[config.mk]
export PLATFORM = sky130hd
export DESIGN_NAME = tlm_monitor
export DESIGN_NICKNAME = d
export VERILOG_FILES = /design/src/tlm_pkg.sv /design/src/tlm_monitor.sv /design/src/tlm_err_window.sv /design/src/tlm_cid_store.sv
export SDC_FILE = /design/constraint.sdc
export NUM_CORES = 2
export LEC_CHECK = 0
export BUFFER_PORTS_ARGS = -buffer_cell sky130_fd_sc_hd__buf_4
export CAP_MARGIN = 0
export CORE_ASPECT_RATIO = 1.1
export CORE_MARGIN = 2
export CORE_UTILIZATION = 60
export CTS_CLUSTER_DIAMETER = 40
export DETAILED_ROUTE_END_ITERATION = 16
export PLACE_DENSITY = 0.74
export SYNTH_ARGS = -nofsm -noshare
export SYNTH_HDL_FRONTEND = slang
export SYNTH_SLANG_ARGS = --single-unit
export TNS_END_PERCENT = 10
[constraint.sdc]
create_clock -name mclk -period 102.4 [get_ports mclk]
set_input_delay 10.24 -clock mclk [delete_from_list [all_inputs] [get_ports mclk]]
set_output_delay 10.24 -clock mclk [all_outputs]
set_load 0.005 [all_outputs]
[src/tlm_pkg.sv]
// constants shared by the t1 loopback and error-rate monitor
package tlm_pkg;

	// =========================================================================
	// clock and timing
	// =========================================================================
	localparam int CLK_PERIOD_NS  = 10;
	localparam int SEC_NS         = 1000000000;
	localparam int SEC_CYCLES_DEF = SEC_NS / CLK_PERIOD_NS;
	localparam int WIN_A_SECS     = 10;
	localparam int MIN_SECS       = 60;
	localparam int WIN_B_SECS     = MIN_SECS;
	localparam int INTERVAL_MIN   = 15;
	localparam int INTERVAL_COUNT = 3;
	localparam int WIN_C_SECS     = INTERVAL_COUNT * INTERVAL_MIN * MIN_SECS;

	// =========================================================================
	// error counting and limits (declared when the count is above the limit)
	// =========================================================================
	localparam int              CNT_W     = 25;
	localparam logic [CNT_W-1:0] LIM_E4_A = 25'h00005ff; // 1535 in 10 s
	localparam logic [CNT_W-1:0] LIM_E5_B = 25'h0000399; // 921 in 60 s
	localparam logic [CNT_W-1:0] LIM_E6_B = 25'h000005c; // 92 in 60 s
	localparam logic [CNT_W-1:0] LIM_E7_B = 25'h0000009; // 9 in 60 s
	localparam logic [CNT_W-1:0] LIM_E8_C = 25'h0000029; // 41 in 45 min
	localparam logic [CNT_W-1:0] LIM_E9_C = 25'h0000004; // 4 in 45 min

	typedef enum logic [2:0] {
		THR_E4 = 3'h0,
		THR_E5 = 3'h1,
		THR_E6 = 3'h2,
		THR_E7 = 3'h3,
		THR_E8 = 3'h4,
		THR_E9 = 3'h5
	} tlm_thr_e;

	// =========================================================================
	// register map (byte addresses)
	// =========================================================================
	localparam logic [7:0] ADDR_CTRL     = 8'h00;
	localparam logic [7:0] ADDR_STATUS   = 8'h04;
	localparam logic [7:0] ADDR_CID_CTRL = 8'h08;
	localparam logic [7:0] ADDR_CID_DATA = 8'h0c;
	localparam logic [7:0] ADDR_CID_IDX  = 8'h10;
	localparam logic [7:0] ADDR_RPT_CNT  = 8'h14;

	localparam int CTRL_LINE_EN = 0;
	localparam int CTRL_PAY_EN  = 1;
	localparam int CTRL_RPT_EN  = 2;
	localparam int CTRL_ESF     = 3;
	localparam int CTRL_THR_LSB = 4;
	localparam int CID_CLR_BIT  = 0;

	localparam int         CID_MAX_LEN = 255;
	localparam logic [7:0] CID_FULL    = 8'hff;
	localparam int         RPT_CNT_W   = 16;

endpackage

[src/tlm_monitor.sv]
`timescale 1ns/1ns
// t1 network loopback control, performance reports and error-rate monitor
// Contract
// - with line control enabled, an allowed line activate command enters line loopback
// - with line control enabled, a line release command ends line loopback
// - with line control disabled, line commands are ignored
// - line loopback control is enabled after reset
// - with payload control enabled, an allowed payload activate enters payload loopback
// - with payload control enabled, a payload release ends payload loopback
// - with payload control disabled, payload commands are ignored
// - payload commands, reports and error threshold act only in esf framing
// - enabled reports are built and sent once every second
// - reports are disabled after reset and then never sent
// - six thresholds from 10e-4 to 10e-9, default 10e-4
// - 10e-4: above 1535 errors in 10 s declares, otherwise clears
// - 10e-5: above 921 in 60 s or coarser criterion declares
// - 10e-6: above 92 in 60 s or coarser criterion declares
// - 10e-7: above 9 in 60 s or coarser criterion declares
// - 10e-8: above 41 in three 15 minute intervals or coarser declares
// - 10e-9: above 4 in three 15 minute intervals or coarser declares
// - circuit identifier up to 255 characters, empty at reset, writable, clearable
// - framing select d4 or esf, default esf, for both directions
module tlm_monitor
	import tlm_pkg::*;
#(
	parameter int SEC_CYCLES = SEC_CYCLES_DEF
)(
	input  wire logic        mclk,
	input  wire logic        rst,
	// apb slave
	input  wire logic        psel,
	input  wire logic        penable,
	input  wire logic        pwrite,
	input  wire logic [7:0]  paddr,
	input  wire logic [31:0] pwdata,
	output logic [31:0]      prdata,
	output logic             pready,
	output logic             pslverr,
	// commands and errors from the t1 receive framer
	input  wire logic        line_loop_activate_cmd,
	input  wire logic        line_loop_release_cmd,
	input  wire logic        payload_loop_activate_cmd,
	input  wire logic        payload_loop_release_cmd,
	input  wire logic        line_loop_allowed,
	input  wire logic        payload_loop_allowed,
	input  wire logic        crc6_err,
	// status toward the line logic
	output logic             line_loopback,
	output logic             payload_loopback,
	output logic             excess_error_condition,
	output logic             esf_framing,
	output logic             perf_report_message,
	output logic [15:0]      perf_report_errors,
	output logic [1:0]       perf_report_seq
);

	localparam int SEC_W = $clog2(SEC_CYCLES);
	localparam logic [SEC_W-1:0] SEC_LAST = SEC_W'(SEC_CYCLES - 1);

	typedef struct packed {
		logic                 line_en;
		logic                 pay_en;
		logic                 rpt_en;
		logic                 esf;
		tlm_thr_e             thr;
		logic [7:0]           cid_idx;
		logic                 line_lb;
		logic                 pay_lb;
		logic                 over_a;
		logic                 over_b;
		logic                 over_c;
		logic                 err_cond;
		logic [SEC_W-1:0]     sec_cnt;
		logic                 sec_tick;
		logic [15:0]          sec_errs;
		logic                 rpt_valid;
		logic [15:0]          rpt_errs;
		logic [1:0]           rpt_seq;
		logic [RPT_CNT_W-1:0] rpt_total;
		logic                 pready;
		logic                 pslverr;
		logic [31:0]          prdata;
	} tlm_mon_s;

	tlm_mon_s st_ff;
	tlm_mon_s nxt_st;

	logic             acc_wr;
	logic             acc_rd;
	logic             cid_wr;
	logic             cid_clr;
	logic [7:0]       cid_char;
	logic [7:0]       cid_len;
	logic             done_a;
	logic             done_b;
	logic             done_c;
	logic [CNT_W-1:0] cnt_a;
	logic [CNT_W-1:0] cnt_b;
	logic [CNT_W-1:0] cnt_c;
	logic             esf_err;

	// =========================================================================
	// bus strobes
	// =========================================================================
	// a write lands at the edge where the master sees pready high
	assign acc_wr  = psel && penable && st_ff.pready && pwrite;
	assign acc_rd  = psel && penable && !st_ff.pready;
	assign cid_wr  = acc_wr && paddr == ADDR_CID_DATA;
	assign cid_clr = acc_wr && paddr == ADDR_CID_CTRL && pwdata[CID_CLR_BIT];
	assign esf_err = crc6_err && st_ff.esf;

	// =========================================================================
	// sub-blocks
	// =========================================================================
	tlm_cid_store u_cid (
		.mclk    (mclk),
		.rst     (rst),
		.wr_en   (cid_wr),
		.wr_char (pwdata[7:0]),
		.clr     (cid_clr),
		.rd_idx  (st_ff.cid_idx),
		.rd_char (cid_char),
		.length  (cid_len)
	);

	// windows only run in esf, where the crc6 exists at all
	tlm_err_window #(.WIN_SECS(WIN_A_SECS), .W(CNT_W)) u_win_a (
		.mclk      (mclk),
		.rst       (rst),
		.enable    (st_ff.esf),
		.sec_tick  (st_ff.sec_tick),
		.crc_err   (esf_err),
		.win_done  (done_a),
		.win_count (cnt_a)
	);

	tlm_err_window #(.WIN_SECS(WIN_B_SECS), .W(CNT_W)) u_win_b (
		.mclk      (mclk),
		.rst       (rst),
		.enable    (st_ff.esf),
		.sec_tick  (st_ff.sec_tick),
		.crc_err   (esf_err),
		.win_done  (done_b),
		.win_count (cnt_b)
	);

	tlm_err_window #(.WIN_SECS(WIN_C_SECS), .W(CNT_W)) u_win_c (
		.mclk      (mclk),
		.rst       (rst),
		.enable    (st_ff.esf),
		.sec_tick  (st_ff.sec_tick),
		.crc_err   (esf_err),
		.win_done  (done_c),
		.win_count (cnt_c)
	);

	// =========================================================================
	// next state
	// =========================================================================
	always_comb
	begin
		nxt_st           = st_ff;
		nxt_st.rpt_valid = 1'b0;
		nxt_st.sec_tick  = 1'b0;

		// apb: one wait state, so read data always comes from a flop
		nxt_st.pready = acc_rd;
		// writes never error and leave the last read data standing
		if (acc_rd && !pwrite)
		begin
			nxt_st.pslverr = 1'b0;
			nxt_st.prdata  = '0;
			case (paddr)
				ADDR_CTRL:     nxt_st.prdata = {25'h0000000, st_ff.thr, st_ff.esf,
					st_ff.rpt_en, st_ff.pay_en, st_ff.line_en};
				ADDR_STATUS:   nxt_st.prdata = {28'h0000000, st_ff.esf,
					st_ff.err_cond, st_ff.pay_lb, st_ff.line_lb};
				ADDR_CID_CTRL: nxt_st.prdata = {24'h000000, cid_len};
				ADDR_CID_DATA: nxt_st.prdata = {24'h000000, cid_char};
				ADDR_CID_IDX:  nxt_st.prdata = {24'h000000, st_ff.cid_idx};
				ADDR_RPT_CNT:  nxt_st.prdata = {16'h0000, st_ff.rpt_total};
				default:       nxt_st.pslverr = 1'b1;
			endcase
		end
		if (!pwrite && psel && penable && st_ff.pready)
			nxt_st.pslverr = 1'b0; // drop error once the read is taken
		if (acc_wr)
		begin
			case (paddr)
				ADDR_CTRL:
				begin
					nxt_st.line_en = pwdata[CTRL_LINE_EN];
					nxt_st.pay_en  = pwdata[CTRL_PAY_EN];
					nxt_st.rpt_en  = pwdata[CTRL_RPT_EN];
					nxt_st.esf     = pwdata[CTRL_ESF];
					// codes above the last setting fall back to the default
					if (pwdata[CTRL_THR_LSB +: 3] <= THR_E9)
						nxt_st.thr = tlm_thr_e'(pwdata[CTRL_THR_LSB +: 3]);
					else
						nxt_st.thr = THR_E4;
				end
				ADDR_CID_IDX:  nxt_st.cid_idx = pwdata[7:0];
				default:       nxt_st.cid_idx = st_ff.cid_idx;
			endcase
		end

		// line loopback: release wins over a simultaneous activate
		if (st_ff.line_en)
		begin
			if (line_loop_release_cmd)
				nxt_st.line_lb = 1'b0;
			else if (line_loop_activate_cmd && line_loop_allowed)
				nxt_st.line_lb = 1'b1;
		end

		// payload loopback needs esf as well as its own enable
		if (st_ff.pay_en && st_ff.esf)
		begin
			if (payload_loop_release_cmd)
				nxt_st.pay_lb = 1'b0;
			else if (payload_loop_activate_cmd && payload_loop_allowed)
				nxt_st.pay_lb = 1'b1;
		end

		// one-second tick from the system clock
		if (st_ff.sec_cnt == SEC_LAST)
		begin
			nxt_st.sec_cnt  = '0;
			nxt_st.sec_tick = 1'b1;
		end
		else
			nxt_st.sec_cnt = st_ff.sec_cnt + SEC_W'(1);

		// per-second error count feeds the report; saturates rather than wraps
		if (st_ff.sec_tick)
		begin
			nxt_st.sec_errs = 16'(esf_err);
			if (st_ff.rpt_en && st_ff.esf)
			begin
				nxt_st.rpt_valid = 1'b1;
				nxt_st.rpt_errs  = st_ff.sec_errs;
				nxt_st.rpt_seq   = st_ff.rpt_seq + 2'h1;
				nxt_st.rpt_total = st_ff.rpt_total + RPT_CNT_W'(1);
			end
		end
		else if (esf_err && st_ff.sec_errs != 16'hffff)
			nxt_st.sec_errs = st_ff.sec_errs + 16'h0001;

		// window verdicts; each window keeps its verdict until it closes again, and all are cleared in d4
		if (!st_ff.esf)
		begin
			nxt_st.over_a = 1'b0;
			nxt_st.over_b = 1'b0;
			nxt_st.over_c = 1'b0;
		end
		else
		begin
			if (done_a)
				nxt_st.over_a = cnt_a > LIM_E4_A;
			if (done_b)
				case (st_ff.thr)
					THR_E4:  nxt_st.over_b = 1'b0;
					THR_E5:  nxt_st.over_b = cnt_b > LIM_E5_B;
					THR_E6:  nxt_st.over_b = cnt_b > LIM_E6_B;
					default: nxt_st.over_b = cnt_b > LIM_E7_B;
				endcase
			if (done_c)
				case (st_ff.thr)
					THR_E8:  nxt_st.over_c = cnt_c > LIM_E8_C;
					THR_E9:  nxt_st.over_c = cnt_c > LIM_E9_C;
					default: nxt_st.over_c = 1'b0;
				endcase
		end
		nxt_st.err_cond = nxt_st.over_a || nxt_st.over_b || nxt_st.over_c;
	end

	// =========================================================================
	// registers
	// =========================================================================
	always_ff @(posedge mclk or posedge rst)
	begin
		if (rst)
		begin
			st_ff         <= '0;
			st_ff.line_en <= 1'b1;
			st_ff.pay_en  <= 1'b1;
			st_ff.rpt_en  <= 1'b0;
			st_ff.esf     <= 1'b1;
			st_ff.thr     <= THR_E4;
		end
		else
			st_ff <= nxt_st;
	end

	assign prdata                 = st_ff.prdata;
	assign pready                 = st_ff.pready;
	assign pslverr                = st_ff.pslverr;
	assign line_loopback          = st_ff.line_lb;
	assign payload_loopback       = st_ff.pay_lb;
	assign excess_error_condition = st_ff.err_cond;
	assign esf_framing            = st_ff.esf;
	assign perf_report_message    = st_ff.rpt_valid;
	assign perf_report_errors     = st_ff.rpt_errs;
	assign perf_report_seq        = st_ff.rpt_seq;
endmodule // tlm_monitor

[src/tlm_err_window.sv]
`timescale 1ns/1ns
// fixed error-count window, closed by a number of one-second ticks
module tlm_err_window
	import tlm_pkg::*;
#(
	parameter int WIN_SECS = 10,
	parameter int W        = CNT_W
)(
	input  wire logic         mclk,
	input  wire logic         rst,
	input  wire logic         enable,
	input  wire logic         sec_tick,
	input  wire logic         crc_err,
	output logic              win_done,
	output logic [W-1:0]      win_count
);

	localparam int                 SW   = $clog2(WIN_SECS + 1);
	localparam logic [SW-1:0]      LAST = SW'(WIN_SECS - 1);

	typedef struct packed {
		logic [SW-1:0] secs;
		logic [W-1:0]  cnt;
		logic          done;
		logic [W-1:0]  total;
	} tlm_win_s;

	tlm_win_s st_ff;
	tlm_win_s nxt_st;

	// =========================================================================
	// counting
	// =========================================================================
	// the error of the closing cycle goes into the next window, none is lost
	always_comb
	begin
		nxt_st      = st_ff;
		nxt_st.done = 1'b0;
		if (!enable)
			nxt_st = '0;
		else if (sec_tick && st_ff.secs == LAST)
		begin
			nxt_st.done  = 1'b1;
			nxt_st.total = st_ff.cnt;
			nxt_st.secs  = '0;
			nxt_st.cnt   = W'(crc_err);
		end
		else
		begin
			if (sec_tick)
				nxt_st.secs = st_ff.secs + SW'(1);
			if (crc_err && st_ff.cnt != '1) // saturate
				nxt_st.cnt = st_ff.cnt + W'(1);
		end
	end

	always_ff @(posedge mclk or posedge rst)
	begin
		if (rst)
			st_ff <= '0;
		else
			st_ff <= nxt_st;
	end

	assign win_done  = st_ff.done;
	assign win_count = st_ff.total;
endmodule // tlm_err_window

[src/tlm_cid_store.sv]
`timescale 1ns/1ns
// circuit identifier text store, appended one character at a time
module tlm_cid_store
	import tlm_pkg::*;
(
	input  wire logic       mclk,
	input  wire logic       rst,
	input  wire logic       wr_en,
	input  wire logic [7:0] wr_char,
	input  wire logic       clr,
	input  wire logic [7:0] rd_idx,
	output logic [7:0]      rd_char,
	output logic [7:0]      length
);

	typedef struct packed {
		logic [CID_MAX_LEN-1:0][7:0] text;
		logic [7:0]                  len;
	} tlm_cid_s;

	tlm_cid_s st_ff;
	tlm_cid_s nxt_st;

	// =========================================================================
	// storage
	// =========================================================================
	// clear only drops the length; stale text past it reads as zero anyway
	always_comb
	begin
		nxt_st = st_ff;
		if (clr)
			nxt_st.len = '0;
		else if (wr_en && st_ff.len != CID_FULL)
		begin
			nxt_st.text[st_ff.len] = wr_char;
			nxt_st.len             = st_ff.len + 8'h01;
		end
	end

	always_ff @(posedge mclk or posedge rst)
	begin
		if (rst)
			st_ff <= '0;
		else
			st_ff <= nxt_st;
	end

	assign rd_char = (rd_idx < st_ff.len) ? st_ff.text[rd_idx] : 8'h00;
	assign length  = st_ff.len;
endmodule // tlm_cid_store

==> metrics.md <==
| Metric | Value |
|---|---|
| First-pass GRT wire length | `439,000 µm` |
| Clock latency on the worst-skew pair | `0.97 ns` |
| Fin. max-slew vios | `2` |
| CP max FO | `157` |
| Area share of the largest cell type after synthesis | `0.542` |
| H-tree levels | `5` |
| Fillcell total | `12,300` |
| Clock sinks | `approximately 2,300` |
| Row cnt | `163` |
| Drt total wl | `289,000 µm` |
| Antenna viol nets, final | `0` |
| Placed cells | `just under 10,000` |
| Outcome | `complete, but fails checks` |
| Power Total | `about 0.0021 W` |
| Critical path type | `in2async` |
| Max Buffers Root-to-Sink | `4` |
| EDFF count, synth | `0` |
| Setup Slack @ Placement | `just under 90 ns` |
| Post-CTS sizing | `0` |
| Slew HR | `-0.0119` |
| Required time of the critical path | `around 100 ns` |
| Failing checks | `max-capacitance violations, max-slew violations` |
| Clock transition at path regs | `0.06 ns` |
| GRT Total Usage | `0.320` |
| Die Ht | `~450 µm` |
| Wire length per cell | `28.5 µm` |
| Delay of the slowest critical-path stage | `between 0.9 and 1 ns` |
| Cell taking the most area after synthesis | `dfrtp_1` |
| Yosys warnings | `0` |
| Initial Util | `0.601` |
| Unrepaired setup endpoints after global routing | `false` |
| Final worst slack | `87.79 ns` |
| Hold Crit Class | `reg2reg` |
| # DRC | `0` |
| # Post-CTS Setup Buffers | `0` |
| Leakage | `~58 nW` |
| CTS tree | `done` |
| Worst path cell trace | `buf_4 > inv_8 > buf_4 > buf_4 > buf_12 > buf_4 > buf_4` |
| Hold-fix buffers, CTS | `0` |
| Initial antenna violation count | `8` |
| Post-DP HPWL | `about 180,000 µm` |
| First-pass DRT Iterations | `6` |
| Synth Cell Area | `0.108 mm²` |
| Crit-path most repeated cell | `buf_4` |
| Most frequent cell after synthesis | `dfrtp_1` |
| Final core occ | `0.670` |
| Buffers added on ports | `68` |
| DR iter-0 viols | `6,569` |
| Post-synth cell types | `between 80 and 90` |
| Area delta synth->final | `11.4%` |
| Setup crit end kind | `async pin` |
| Num CTS Buffers | `approximately 310` |
| Nets | `7,599` |
| Synth Area per Inst | `14.2 µm²` |
| Largest net degree at the start of global routing | `197` |
| Critical path startpoint category | `primary input` |
| Grt ovf | `0` |
| Final min period | `14.61 ns` |
| Vias in the first global route | `69,100` |
| Final GP Congestion | `0.936` |
| Worst Path Arrival | `approximately 15 ns` |
| Die ar. | `0.183 mm²` |
| Share of layout cells above drive strength 1 | `0.434` |
| Mapped Cells | `~7,600` |
| Worst Skew | `0.0582 ns` |
| CTS Root Cell | `clkbuf_16` |
| R2r setup slk | `96.01 ns` |
| Die Width | `408 µm` |
| IO Count | `109` |
| Slew @ Worst Pin | `1.51 ns` |
| Slowest cell on the critical path | `buf_4` |
| Core ar. | `0.179 mm²` |
| Sequential element share of the synthesized area | `0.542` |
| Final Hold Vio Count | `0` |
| Final Cycle Share | `0.143` |
| Main flop type after synthesis | `dfrtp_1` |
| Max-cap violation count | `1` |
| Async SR Flop Fraction | `1.00` |
| Commonest cells in the netlist | `dfrtp_1, mux2_2, nand2_1` |
| Max Freq | `68.5 MHz` |
| Top cells by area, synth | `dfrtp_1, mux2_2, mux4_2` |
| Pwr/cell area | `17.2 mW/mm²` |
| Via count | `about 67,000` |
| Setup violators final | `0` |
| Vias per Instance | `6.57` |
| Post-route insts no fill | `10,200` |
| Setup_tns | `0 ns` |
| Peak VDD IR | `0.0190 mV` |
| Synthesized flop and latch total | `2,332` |
-- worst max-delay path: cells and delay by family --
family                 cells  cell delay, ns
buffers and inverters      7            4.70
-- final cells by class --
cell class / count / area (µm²) / share of cell area
sequential: 2332 / 58400 / 0.487
clock buffer: 383 / 8440 / 0.0704
tap: 2392 / 2990 / 0.0250
timing repair buffer: 202 / 1650 / 0.0138
antenna: 11 / 27.5 / 0.000230
multi-input combinational: 4648 / 46400 / 0.387
clock inverter: 149 / 1780 / 0.0149
inverter: 35 / 141 / 0.00118
-- through the flow --
step	area [µm²]	hold WS, ns
2_1_floorplan	108000	0.420
3_3_place_gp	110000	0.462
3_5_place_dp	110000	0.466
4_1_cts	120000	0.480
5_1_grt	120000	0.496
6_report	120000	0.476
-- cells in the final DEF, fill, tap and decap left out, types with 18 or more instances in the layout --
| master | synthesis | routed |
|---|---|---|
| inv_1 | 33 | 31 |
| a22o_1 | 29 | 29 |
| mux4_2 | 450 | 450 |
| nor2_1 | 196 | 193 |
| nand2_2 | 82 | 82 |
| mux2_2 | 2055 | 2055 |
| nand2_1 | 536 | 536 |
| o21ai_0 | 60 | 60 |
| clkinvlp_4 | 0 | 23 |
| o22ai_1 | 18 | 18 |
| or3_1 | 21 | 21 |
| a21oi_1 | 160 | 160 |
| nor3_1 | 53 | 45 |
| nor4_1 | 36 | 34 |
| clkbuf_8 | 0 | 40 |
| and4_1 | 21 | 21 |
| nand3_1 | 117 | 117 |
| xnor2_1 | 78 | 78 |
| dfrtp_1 | 2329 | 2324 |
| buf_4 | 94 | 187 |
| and3_1 | 44 | 30 |
| clkbuf_16 | 0 | 314 |
| nand4_1 | 58 | 58 |
| xor2_1 | 43 | 43 |
| a22oi_1 | 119 | 119 |
| ha_1 | 21 | 21 |
| clkinv_2 | 0 | 36 |
| inv_6 | 0 | 38 |
| clkbuf_1 | 361 | 37 |
| mux2i_1 | 192 | 192 |
| bufinv_16 | 0 | 29 |
-- state kept, by name, summed over array words and instances (netlist names), 2 cells and up --
register and count:
u_cid.st_ff 2040, st_ff 77, u_win_c.st_ff 37, u_win_b.st_ff 31, u_win_a.st_ff 29, u_win_b.win_count 25, u_win_c.win_count 25, perf_report_errors 16
prdata 16, u_win_a.win_count 16, u_cid.length 8, perf_report_seq 2
-- kinds of logic after synthesis --
logic type | after synthesis | share of synthesized area
simple gates | 1261 | 0.0565
mux | 2699 | 0.327
xor+xnor | 121 | 0.00985
fa+ha+maj | 21 | 0.00244
buf+inv | 621 | 0.0282
compound gates | 530 | 0.0332
other cells | 1 | 0.0000349
flops | 2332 | 0.542
-- report_power, final --
part	switching [W]	internal [W]
combinational	0.0000411	0.00000877
sequential	0.00000553	0.000926
clock	0.000413	0.000662
total	0.000460	0.00160
-- routing by layer --
metal	share of wire	up-vias	GRT usage
met2	0.47	2567	0.500
met1	0.40	35600	0.424
li1	-	27800	-
met4	0.049	10	0.152
met5	0.00021	-	0
met3	0.080	728	0.0795
-- worst paths after layout --
check	from	endpoint	cells after the start
hold / removal	perf_report_errors[13]	perf_report_errors[13]	2
setup reg to reg	st_ff[119]	prdata[0]	8
hold reg to reg	perf_report_errors[13]	perf_report_errors[13]	2
min in group asynchronous	rst	u_cid.st_ff[1166]	2
max in group mclk	paddr[4]	u_cid.st_ff[1736]	7
setup / recovery	rst	u_cid.st_ff[974]	7
Power figures use the tool's default switching activity.
